$ cat src/hdl/twrs_pkg.sv
// Package of constants shared by the two-wire register slave.
package twrs_pkg;
  localparam logic [6:0] ADDR_DEFAULT = 7'h10;
  localparam logic [6:0] ADDR_ALT = 7'h18;
  localparam int BYTE_BITS = 8;
  localparam logic [3:0] BIT_LAST = 4'h7;
  localparam logic [3:0] BIT_ACK = 4'h8;
  localparam logic [3:0] BIT_FIRST = 4'h0;
  localparam logic [3:0] BIT_PRE = 4'hf;
  localparam logic [15:0] PTR_RESET = 16'h0000;
  localparam logic [15:0] PTR_STEP = 16'h0001;
  localparam logic [6:0] PROG_ADDR_RESET = 7'h00;
  localparam logic [7:0] BYTE_ZERO = 8'h00;
  localparam logic [1:0] SYNC_RESET = 2'h3;
  typedef enum logic [2:0] {
    TWRS_IDLE,
    TWRS_DEV,
    TWRS_ADDR_HI,
    TWRS_ADDR_LO,
    TWRS_WDATA,
    TWRS_RDATA,
    TWRS_IGNORE
  } twrs_state_t;
endpackage

$ cat src/hdl/twrs_sync.sv
// Two flip-flop synchroniser for a level moving into another clock domain.
module twrs_sync #(
  parameter int WIDTH = 1
) (
  input wire logic clk_i,
  input wire logic rst_i,
  input wire logic [WIDTH-1:0] d_i,
  output logic [WIDTH-1:0] q_o
);
  logic [WIDTH-1:0] meta_r;

  // The first stage is read only by the second, so no logic sees a metastable value.
  always_ff @(posedge clk_i or posedge rst_i) begin
    if (rst_i) begin
      meta_r <= '1;
      q_o <= '1;
    end else begin
      meta_r <= d_i;
      q_o <= meta_r;
    end
  end
endmodule

$ cat src/hdl/twrs_slave.sv
// Two-wire serial register slave with address matching, pointer and byte exchange.
// Sampling scheme.
// The bus pins are oversampled on ref_clk_i rather than clocked directly.
// Both bus pins pass one shared two-stage synchroniser.
// Sharing the stages keeps the clock and data samples aligned in time.
// A third register per pin gives the edge detectors their previous value.
// A clock edge or a condition is therefore seen about three cycles late.
// Each bus clock phase must last at least four ref_clk_i cycles.
// A shorter phase could be missed between two samples.
//
// Bit counting.
// A start parks the bit counter at a pre-byte value.
// The falling clock that closes the start moves it to the first bit.
// Without that park the closing fall would be counted as a data bit.
// Bits are shifted in on the rising clock, most significant first.
// The falling clock after the eighth bit opens the acknowledge slot.
// The falling clock after the acknowledge slot starts the next byte.
// A stop returns the counter to the first bit and idles the machine.
//
// Byte sequence.
// The first byte after a start holds the seven address bits and the direction.
// On a match the slave drives the acknowledge; otherwise it ignores the frame.
// A write frame carries the high address byte, the low address byte, then data.
// Each data byte of a write raises one write strobe toward the register file.
// The strobe carries the pointer value from before its increment.
// A read frame sends data bytes from the pointer until the master refuses one.
// A refused read byte sends the machine to the ignore state until a start or a stop.
// A repeated start is taken like any start, so a dummy write can precede a read.
//
// Pointer.
// The pointer keeps its value across frames, so a read may omit the address.
// It steps by one at the end of every data byte in either direction.
// A frame cut short inside the address bytes may leave half a new address.
// That matches the usual behaviour of such ports and keeps the logic small.
//
// Read data path.
// The register file answers combinationally at reg_addr_o.
// The most significant bit is taken straight from the read data at the slot end.
// The full byte is then captured while the clock is high in the first bit.
// The later bits are shifted out of that copy on each falling clock.
// Capturing only outside a falling clock keeps the load and the shift apart.
//
// Line driver.
// The pad is open drain, so only the enable carries information.
// The enable is only set just after a detected falling clock.
// A start or a stop always releases the line at once.
// The external pull-up returns the line high whenever the enable is low.
//
// Address choice.
// The select input picks the alternate pair only while its enable is high.
// A programmed address of zero means that no extra address is matched.
// The programmed address passes two stages before the comparator reads it.
// A change of the programmed address during a frame can cause one bad compare.
// Software is expected to change it only while the bus is idle.
//
// Limitations.
// There is no clock stretching, so the register file must answer in one cycle.
// There is no general call and no ten-bit addressing.
// Bus timing checks such as setup and hold are left to the pads.
// A glitch on the bus clock shorter than a sample period is not filtered.
// Such a glitch may be counted as an extra bit and corrupt one byte.
// Trading a filter for latency kept the acknowledge response quick.
//
// Reset.
// Reset returns the machine to idle, the pointer to zero and the line released.
// The synchronisers reset to the idle high level, so no false start follows.
// Bus activity is accepted three ref_clk_i cycles after reset is released.
module twrs_slave (
  input wire logic ref_clk_i,
  input wire logic rst_i,
  input wire logic serial_clock_i,
  input wire logic serial_data_line_i,
  output logic serial_data_line_o,
  output logic serial_data_line_oe_o,
  input wire logic address_select_input_i,
  input wire logic address_select_enable_i,
  input wire logic prog_addr_enable_i,
  input wire logic [6:0] prog_addr_i,
  input wire logic [7:0] reg_rdata_i,
  output logic [15:0] reg_addr_o,
  output logic [7:0] reg_wdata_o,
  output logic reg_write_o
);
  // The bus runs at the master's pace on ref_clk_i; 50 MHz oversamples it well.
  // The ports serial_clock_i and serial_data_line_i come from pins and are synchronised first.
  logic [1:0] pins_s;
  logic scl_r, sda_r;
  logic [1:0] cfg_s;
  logic [6:0] prog_meta_r, prog_addr_r;
  twrs_pkg::twrs_state_t state_r;
  logic [3:0] bit_r;
  logic [7:0] shift_r;
  logic [7:0] tx_r;
  logic [15:0] ptr_r;
  logic read_r;
  logic nack_r;
  logic scl_rise, scl_fall, start_det, stop_det;
  logic [6:0] my_addr;
  logic addr_hit;

  twrs_sync #(.WIDTH(2)) u_pin_sync (
    .clk_i(ref_clk_i),
    .rst_i(rst_i),
    .d_i({serial_clock_i, serial_data_line_i}),
    .q_o(pins_s)
  );

  twrs_sync #(.WIDTH(2)) u_cfg_sync (
    .clk_i(ref_clk_i),
    .rst_i(rst_i),
    .d_i({address_select_input_i, address_select_enable_i}),
    .q_o(cfg_s)
  );

  // Delayed copies of the synchronised pins give the edge detectors a previous value.
  always_ff @(posedge ref_clk_i or posedge rst_i) begin
    if (rst_i) begin
      scl_r <= 1'b1;
      sda_r <= 1'b1;
    end else begin
      scl_r <= pins_s[1];
      sda_r <= pins_s[0];
    end
  end

  // Masks the programmed address to zero while it is disabled.
  function automatic logic [6:0] prog_enable_mask(input logic [6:0] a, input logic en);
    prog_enable_mask = en ? a : twrs_pkg::PROG_ADDR_RESET;
  endfunction

  // Programmed address may change at any time; two stages keep it quiet before use.
  always_ff @(posedge ref_clk_i or posedge rst_i) begin
    if (rst_i) begin
      prog_meta_r <= twrs_pkg::PROG_ADDR_RESET;
      prog_addr_r <= twrs_pkg::PROG_ADDR_RESET;
    end else begin
      prog_meta_r <= prog_enable_mask(prog_addr_i, prog_addr_enable_i);
      prog_addr_r <= prog_meta_r;
    end
  end

  // Edge and condition detection on the clean copies of the bus.
  assign scl_rise = pins_s[1] & ~scl_r;
  assign scl_fall = ~pins_s[1] & scl_r;
  assign start_det = pins_s[1] & scl_r & sda_r & ~pins_s[0];
  assign stop_det = pins_s[1] & scl_r & ~sda_r & pins_s[0];

  // Address chosen by the select input, with the programmed one as an extra match.
  assign my_addr = (cfg_s[0] & cfg_s[1]) ? twrs_pkg::ADDR_ALT : twrs_pkg::ADDR_DEFAULT;
  assign addr_hit = (shift_r[7:1] == my_addr) |
                    ((prog_addr_r != twrs_pkg::PROG_ADDR_RESET) && (shift_r[7:1] == prog_addr_r));

  // Bit counter: eight data bits then the acknowledge slot, counted on clock edges.
  always_ff @(posedge ref_clk_i or posedge rst_i) begin
    if (rst_i) begin
      bit_r <= twrs_pkg::BIT_FIRST;
    end else if (start_det) begin
      bit_r <= twrs_pkg::BIT_PRE;
    end else if (stop_det) begin
      bit_r <= twrs_pkg::BIT_FIRST;
    end else if (scl_fall) begin
      // The fall that closes a start is not a data bit.
      if (bit_r == twrs_pkg::BIT_ACK || bit_r == twrs_pkg::BIT_PRE) begin
        bit_r <= twrs_pkg::BIT_FIRST;
      end else begin
        bit_r <= bit_r + 4'h1;
      end
    end
  end

  // Shift in MSB first on every rising clock of a data bit.
  always_ff @(posedge ref_clk_i or posedge rst_i) begin
    if (rst_i) begin
      shift_r <= twrs_pkg::BYTE_ZERO;
    end else if (scl_rise && bit_r != twrs_pkg::BIT_ACK) begin
      shift_r <= {shift_r[6:0], pins_s[0]};
    end
  end

  // Master's acknowledge after a read byte is sampled on the rising clock of the slot.
  always_ff @(posedge ref_clk_i or posedge rst_i) begin
    if (rst_i) begin
      nack_r <= 1'b0;
    end else if (start_det) begin
      nack_r <= 1'b0;
    end else if (scl_rise && bit_r == twrs_pkg::BIT_ACK && state_r == twrs_pkg::TWRS_RDATA) begin
      nack_r <= pins_s[0];
    end
  end

  // Protocol state machine, advancing at the falling clock that ends each acknowledge slot; a missed address leaves one fall earlier.
  always_ff @(posedge ref_clk_i or posedge rst_i) begin
    if (rst_i) begin
      state_r <= twrs_pkg::TWRS_IDLE;
      read_r <= 1'b0;
    end else if (start_det) begin
      state_r <= twrs_pkg::TWRS_DEV;
    end else if (stop_det) begin
      state_r <= twrs_pkg::TWRS_IDLE;
    end else if (scl_fall && bit_r == twrs_pkg::BIT_LAST) begin
      case (state_r)
        twrs_pkg::TWRS_DEV: begin
          if (!addr_hit) begin
            state_r <= twrs_pkg::TWRS_IGNORE;
          end
          read_r <= shift_r[0];
        end
        default: begin
        end
      endcase
    end else if (scl_fall && bit_r == twrs_pkg::BIT_ACK) begin
      case (state_r)
        twrs_pkg::TWRS_DEV: begin
          state_r <= read_r ? twrs_pkg::TWRS_RDATA : twrs_pkg::TWRS_ADDR_HI;
        end
        twrs_pkg::TWRS_ADDR_HI: begin
          state_r <= twrs_pkg::TWRS_ADDR_LO;
        end
        twrs_pkg::TWRS_ADDR_LO: begin
          state_r <= twrs_pkg::TWRS_WDATA;
        end
        twrs_pkg::TWRS_WDATA: begin
          state_r <= twrs_pkg::TWRS_WDATA;
        end
        twrs_pkg::TWRS_RDATA: begin
          if (nack_r) begin
            state_r <= twrs_pkg::TWRS_IGNORE;
          end else begin
            state_r <= twrs_pkg::TWRS_RDATA;
          end
        end
        default: begin
        end
      endcase
    end
  end

  // Address pointer loads from the two address bytes and steps after every data byte.
  always_ff @(posedge ref_clk_i or posedge rst_i) begin
    if (rst_i) begin
      ptr_r <= twrs_pkg::PTR_RESET;
    end else if (scl_fall && bit_r == twrs_pkg::BIT_LAST && !start_det && !stop_det) begin
      case (state_r)
        twrs_pkg::TWRS_ADDR_HI: begin
          ptr_r <= {shift_r, ptr_r[7:0]};
        end
        twrs_pkg::TWRS_ADDR_LO: begin
          ptr_r <= {ptr_r[15:8], shift_r};
        end
        twrs_pkg::TWRS_WDATA, twrs_pkg::TWRS_RDATA: begin
          ptr_r <= ptr_r + twrs_pkg::PTR_STEP;
        end
        default: begin
        end
      endcase
    end
  end

  // Write strobe to the register file, one ref_clk_i cycle, with the pre-increment address.
  always_ff @(posedge ref_clk_i or posedge rst_i) begin
    if (rst_i) begin
      reg_write_o <= 1'b0;
      reg_wdata_o <= twrs_pkg::BYTE_ZERO;
      reg_addr_o <= twrs_pkg::PTR_RESET;
    end else begin
      reg_write_o <= scl_fall && bit_r == twrs_pkg::BIT_LAST && state_r == twrs_pkg::TWRS_WDATA &&
                     !start_det && !stop_det;
      if (scl_fall && bit_r == twrs_pkg::BIT_LAST && state_r == twrs_pkg::TWRS_WDATA) begin
        reg_wdata_o <= shift_r;
        reg_addr_o <= ptr_r;
      end else if (state_r != twrs_pkg::TWRS_WDATA) begin
        reg_addr_o <= ptr_r; // Read data is looked up at the current pointer.
      end
    end
  end

  // Transmit byte is captured when a read byte begins; the register file answers within a cycle.
  always_ff @(posedge ref_clk_i or posedge rst_i) begin
    if (rst_i) begin
      tx_r <= twrs_pkg::BYTE_ZERO;
    end else if (state_r == twrs_pkg::TWRS_RDATA && bit_r == twrs_pkg::BIT_FIRST && scl_r && !scl_fall) begin
      tx_r <= reg_rdata_i;
    end else if (state_r == twrs_pkg::TWRS_RDATA && scl_fall && bit_r != twrs_pkg::BIT_ACK) begin
      tx_r <= {tx_r[6:0], 1'b0};
    end
  end

  // Line driver: open drain, only low is ever driven, and only just after a falling clock.
  // Changing on the falling edge keeps the line steady through every high phase.
  always_ff @(posedge ref_clk_i or posedge rst_i) begin
    if (rst_i) begin
      serial_data_line_oe_o <= 1'b0;
      serial_data_line_o <= 1'b0;
    end else if (start_det || stop_det) begin
      serial_data_line_oe_o <= 1'b0;
    end else if (scl_fall) begin
      serial_data_line_o <= 1'b0;
      if (bit_r == twrs_pkg::BIT_LAST) begin
        // Acknowledge slot as receiver; a transmitter releases here.
        case (state_r)
          twrs_pkg::TWRS_DEV: serial_data_line_oe_o <= addr_hit;
          twrs_pkg::TWRS_ADDR_HI, twrs_pkg::TWRS_ADDR_LO, twrs_pkg::TWRS_WDATA:
            serial_data_line_oe_o <= 1'b1;
          default: serial_data_line_oe_o <= 1'b0;
        endcase
      end else if (bit_r == twrs_pkg::BIT_ACK) begin
        // First read bit after an address match or a master acknowledge.
        if ((state_r == twrs_pkg::TWRS_DEV && read_r) || (state_r == twrs_pkg::TWRS_RDATA && !nack_r)) begin
          serial_data_line_oe_o <= ~reg_rdata_i[7];
        end else begin
          serial_data_line_oe_o <= 1'b0;
        end
      end else if (state_r == twrs_pkg::TWRS_RDATA) begin
        serial_data_line_oe_o <= ~tx_r[6];
      end else begin
        serial_data_line_oe_o <= 1'b0;
      end
    end
  end
endmodule

$ cat config.mk
export PLATFORM = sky130hd
export DESIGN_NAME = twrs_slave
export DESIGN_NICKNAME = d
export VERILOG_FILES = /design/src/hdl/twrs_pkg.sv /design/src/hdl/twrs_sync.sv /design/src/hdl/twrs_slave.sv
export SDC_FILE = /design/constraint.sdc
export NUM_CORES = 1
export LEC_CHECK = 0
export BUFFER_PORTS_ARGS = -buffer_cell sky130_fd_sc_hd__buf_2
export CORE_AREA = 2 2 96 80
export CTS_CLUSTER_SIZE = 8
export DETAILED_ROUTE_END_ITERATION = 16
export DIE_AREA = 0 0 98 82
export HOLD_SLACK_MARGIN = 0.15
export PLACE_DENSITY = 0.79
export SLEW_MARGIN = 20
export SYNTH_ARGS = -nofsm -noshare
export SYNTH_HDL_FRONTEND = slang
export SYNTH_HIERARCHICAL = 1
export SYNTH_SLANG_ARGS = --single-unit
$ cat constraint.sdc
create_clock -name ref_clk_i -period 3.5 [get_ports ref_clk_i]
set_input_delay 0.35 -clock ref_clk_i [delete_from_list [all_inputs] [get_ports ref_clk_i]]
set_output_delay 0.35 -clock ref_clk_i [all_outputs]
set_load 0.01 [all_outputs]
# Yosys cells after proc, flatten, opt, wreduce, memory -nomap -nowiden
# Index checks and enable logic that the tools add are counted.
# word_totals
ff_bits	90
ram_bits	0
latchBits	0
memories	0
romBits	0
in_bits	22
# classes
eq_ne	14
shifts	0
reduce_logical	43
mul	0
n_mux	29
div_mod_pow	0
order_cmp	0
bitwise	19
addsub	2
# ops
op	count
$pmux W16 S3	1
$mux W16	2
$mux W3	7
$mux W7	3
$mux W4	5
$logic_and A1 B1 Y1	18
$add A16 B1 Y16 const B	1
$pmux W3 S4	1
$reduce_bool A2 Y1	6
$not A1 Y1	10
$and A1 B1 Y1	8
$eq A4 B4 Y1 const B	2
$mux W1	8
$ne A4 B4 Y1 const B	2
$reduce_and A4 Y1	2
$eq A7 B5 Y1	1
$eq A7 B7 Y1	1
$reduce_bool A7 Y1	1
$eq A3 B2 Y1 const B	2
$eq A3 B3 Y1 const B	2
$reduce_and A3 Y1	2
$reduce_bool A6 Y1	1
$add A4 B1 Y4 const B	1
$eq A4 B3 Y1 const B	1
13 further kinds	19

# Longest topological paths before layout
# depth
ltp_word	9
depth_mapped	8

# Hierarchy
# The synthesis kept the hierarchy.
# by_module_without_submodules
mod	seq_area_each_um2	n_inst	cells_each	area_per_inst_um2
twrs_slave	2054.5	1	356	3917.5
twrs_sync	105.1	2	5	108.9

# Least setup slack after synthesis
# No wires, ideal clock.
# synth_path
path_kind	register to register
from	reg scl_r
to	reg reg_addr_o[0]
setup_ns	0.125
required_ns	3.375
path_slack_ns	1.545
synth_period_minus_slack_ns	1.955
t_arrival_ns	1.831
path_stages_with_launch	8
cell_sequence	dfstp_2 -> nand2b_1 -> buf_6 -> or2_1 -> buf_6 -> nand2_1 -> buf_4 -> mux2_2
# synth_via
elab_chain_len	4
elab_cells_between_ends	5
# synth_lines
item	line	rtl
start, declared	twrs_slave.sv:87	logic scl_r, sda_r;
start signal, assigned	twrs_slave.sv:121	scl_r <= pins_s[1];
$and A1 B1 Y1 (*)	twrs_slave.sv:144	assign scl_fall = ~pins_s[1] & scl_r;
$logic_and A1 B1 Y1 (*) (2 in a row)	twrs_slave.sv:268	if (scl_fall && bit_r == twrs_pkg::BIT_LAST && state_r == twrs_pkg::TWRS_WDATA) begin
$mux W16 or $reduce_bool A2 Y1 (tied branches)	--	
end signal, assigned	twrs_slave.sv:264	reg_addr_o <= twrs_pkg::PTR_RESET;
end signal, assigned	twrs_slave.sv:270	reg_addr_o <= ptr_r;
end signal, assigned	twrs_slave.sv:272	reg_addr_o <= ptr_r;
end, declared	twrs_slave.sv:80	output logic [15:0] reg_addr_o,
# Every way passes the cells marked *; elsewhere a longest branch is shown, timed or not.
# A chain may end at the register's enable or synchronous reset.

# Worst setup path after layout
# layout_path
from	reg u_pin_sync.q_o[1]
to	reg reg_addr_o[12]
# layout_via
elab_chain_len	5
elab_cells_between_ends	6
# layout_lines
item	line	rtl
start, declared	twrs_sync.sv:8	output logic [WIDTH-1:0] q_o
start signal, assigned	twrs_sync.sv:19	q_o <= meta_r;
$not A1 Y1 (*)	twrs_slave.sv:144	
$and A1 B1 Y1 (*)	twrs_slave.sv:144	
$logic_and A1 B1 Y1 (*) (2 in a row)	twrs_slave.sv:268	
$mux W16 or $reduce_bool A2 Y1 (tied branches)	--	
# Marks and branches as above.

==> flow_summary_export.csv <==
group,metric,value,unit
run_status,status,"finished clean",
clocking,clk_transition_reported_paths,0.10,ns
synth,synth_compound_gate_area_share,14.5,%
floorplanning,die_height,82,um
synth,synth.yosys.warnings,6,
floorplanning,core-area,0.00711,sq mm
global_route,global_route_wire_length_before_repair,13.5,mm
synth,synth-edff-count,0,
finish,syn_to_final_growth,13.1,%
floorplanning,design.portCount,49,
clocking,worstSkewPairLatency,0.37,ns
route,drt.antenna.violating_nets,0,
synth,synth_largest_type_area_fraction,48.4,%
route,post_drt_wl_per_cell,15.5,um
timing,slew_limit_headroom,50.0,%
global_route,gr-usage-all-layers,21.7,%
hold_path,timing.hold.worst.class,"in -> reg",
clocking,cts_max_path_buffers,2,
synth,synth_flop_cell,"dfrtp_1",
finish,num_antenna_cells,0,
worst_setup_path,crit_start,"u_pin_sync/q_o[1]",
route,routed_wirelength,7.94,mm
timing,rsz0062_at_grt,"false",
synth,mux_cell_area_share_after_synthesis,9.71,%
synth,post_synth_fa_ha_maj_area_fraction,0.908,%
clocking,tritoncts,"yes",
synth,ys_seq_elements,90,
route,via_per_inst,5.80,
finish,utilization,65.7,%
floorplanning,die_width,98,um
synth,combinational_family_with_the_most_area_after_synthesis,"simple AND/OR/NAND/NOR gates",
worst_setup_path,timing.rr.start,"u_pin_sync/q_o[1]",
worst_setup_path,endpoint_kind,"flop",
route,routed-via-count,2977,
worst_setup_path,critPathRequiredTime,3.76,ns
synth,syn_area_per_cell,11.3,sq um
synth,seq_area_frac_synth,54.8,%
timing,timing.final.crit_period,2.69,ns
route,route.detailed.drc,0,
power_and_ir_drop,power.density_cell_area,654,mW/mm^2
run,drv_cap,0,
synth,ranking_of_synthesized_cells_by_area,"dfrtp_1 48%, mux2_2 7.9%, dfstp_2 6.4%",
timing,setup_slack,0.806,ns
finish,commonest_non_fill_non_tap_cell_in_the_layout,"dfrtp_1",
worst_setup_path,r2r_cells,4,
global_route,grt_start_max_net_pins,64,
finish,drive_above_1_share,27.9,%
worst_setup_path,cp.depth,4,
global_route,globalRouteOverflowTotal,0,
timing,min_period_over_period,77.0,%
synth,async_flop_share,100,%
floorplanning,start_util,58.1,%
timing,clock.fmax,371,MHz
timing,setup_viol,0,
synth,library_cell_with_the_largest_summed_area_after_synthesis,"dfrtp_1",
global_route,number_of_global_route_vias_before_repair,2798,
clocking,clock_tree.root_cell,"clkbuf_8",
worst_setup_path,reg2reg_to,"reg_addr_o[12]",
worst_setup_path,cp_slowest_stage_delay,0.61,ns
finish,final_cell_mix,"80 x dfrtp_1, 47 x buf_2, 33 x nand2_1, 29 x mux2_2, 25 x o21ai_0",
worst_setup_path,timing.critical_path.buf_inv,0,
finish,design.final.nets,443,
clocking,post_cts.resized_instances,0,
worst_setup_path,setup.worst_path.start_class,"flop",
worst_setup_path,critPathKind,"reg -> reg",
synth,synth_xor_area_share,1.69,%
timing,worst_pin_slew,0.751,ns
worst_setup_path,worstPathCellList,"nand2b_1, or2_1, nand2_1, mux2_2",
place,portBuffers,47,
synth,syn_area,0.00414,sq mm
power_and_ir_drop,peakVddDrop,0.000353,V
clocking,ctsHtreeMaxLevel,3,
synth,synth.distinct_cells,62,
timing,setup-tns-final,0,ns
timing,clock_skew,0.00967,ns
timing,finalMaxSlewViolations,0,
synth,mappedNetlistNets,391,
worst_setup_path,critPathCapture,"reg_addr_o[12]",
route,drt_iter0_drc,291,
worst_setup_path,setup.reg_to_reg.worst_slack,0.81,ns
clocking,clock_sink_count,90,
place,gpl.final_weighted_congestion,0.892,
place,hpwlAfterDp,5.51,mm
worst_setup_path,cp_data_arrival_time,2.96,ns
route,detailed_routing_iterations_pass_1,5,
finish,n_fill_cell,561,
clocking,cts_buffers,9,
power_and_ir_drop,cellLeakagePower,2.20,nW
worst_setup_path,crit_path_max_fanout,16,
worst_setup_path,cpLargestDelayFamily,"simple AND/OR/NAND/NOR gates",
worst_setup_path,crit_slowest_cell,"dfstp_2",
timing,final_hold_viol_count,0,
floorplanning,die_area,0.00804,sq mm
place,dpl_worst_slack,0.823,ns
synth,synthesis.instances,366,
synth,yosys.area_share.simple,15.1,%
global_route,antenna_found_initial,0,
floorplanning,fp-row-count,28,
-- where the power goes --
group / leakage (nW) / total, mW / switching [mW] / internal (mW)
Sequential: 1.15 / 1.58 / 0.303 / 1.27
Clock: 0.0989 / 0.679 / 0.401 / 0.279
Combinational: 0.951 / 0.802 / 0.416 / 0.386
-- flip-flops by register name, summed over array words and instances (netlist names), 4 cells and up --
register     count
tx_r             7
bit_r            4
prog_addr_r      7
prog_meta_r      7
reg_wdata_o      8
reg_addr_o      16
shift_r          8
ptr_r           16
-- kinds of logic (layout without fill, tap and decap cells) --
logic type,after synthesis,count (layout)
simple gates,112,112
flops,90,90
fa+ha+maj,3,3
compound gates,89,89
buf+inv,27,84
mux,36,36
xor+xnor,8,8
other cells,1,1
-- layout make-up --
type                    count  area, sq um  area share [%]
repair buffers             57          323            6.90
inverters                  11         43.8           0.937
clock inverters             7         68.8            1.47
multi-input cells         249         1740            37.2
flip-flops and latches     90         2260            48.4
well taps                  90          113            2.41
clock buffers               9          124            2.65
-- synthesized netlist by cell type (7+ instances only) --
master   count
nand3_1     10
dfstp_2     10
a22oi_1     10
a21oi_1     22
and2_1       7
nand2_1     33
nor2_1      12
inv_1       11
mux2_2      29
dfrtp_1     80
xor2_1       8
o21ai_0     25
and3_1       7
-- worst reg2reg max path, stage by stage, from the launching register on --
cell      delay, ns
dfstp_2        0.61
nand2b_1       0.36
or2_1          0.57
nand2_1        0.59
mux2_2         0.46
-- per-layer routing --
layer,vias to the layer above,wire length (um),global-route usage (%)
li1,1431,-,-
met1,1419,3690,29.3
met2,112,3580,34.7
met3,15,552,5.28
met4,0,112,7.78
met5,-,0,0
-- per-stage QoR --
stage | power [mW] | hold slack, ns | cell area, sq um | cells
floorplan | 2.12 | 0.305 | 4140 | 366
global placement | 2.35 | 0.334 | 4430 | 492
finish | 3.06 | 0.177 | 4680 | 513
detailed placement | 2.39 | 0.335 | 4430 | 492
global route | 3.26 | 0.166 | 4680 | 513
CTS | 3.07 | 0.167 | 4670 | 513
-- how the worst min path moves through the flow --
stage | start | to | slack (ns) | depth (start not counted)
after global routing | prog_addr_i[0] | prog_meta_r[0] | 0.17 | 2
after global placement | prog_meta_r[1] | prog_addr_r[1] | 0.33 | 0
after floorplan | rst_i | u_cfg_sync/meta_r[0] | 0.31 | 1
after detailed placement | prog_meta_r[2] | prog_addr_r[2] | 0.33 | 0
final | reg_rdata_i[5] | tx_r[5] | 0.18 | 3
after CTS | prog_addr_i[3] | prog_meta_r[3] | 0.17 | 2
-- what timing repair did --
item | CTS | global route
endpoints found under the hold margin | 12 | 0
buffers inserted | 0 | 0
setup endpoints to repair | 0 | 0
hold buffers | 5 | 0
No activity file was read; power rests on OpenSTA's default activity.
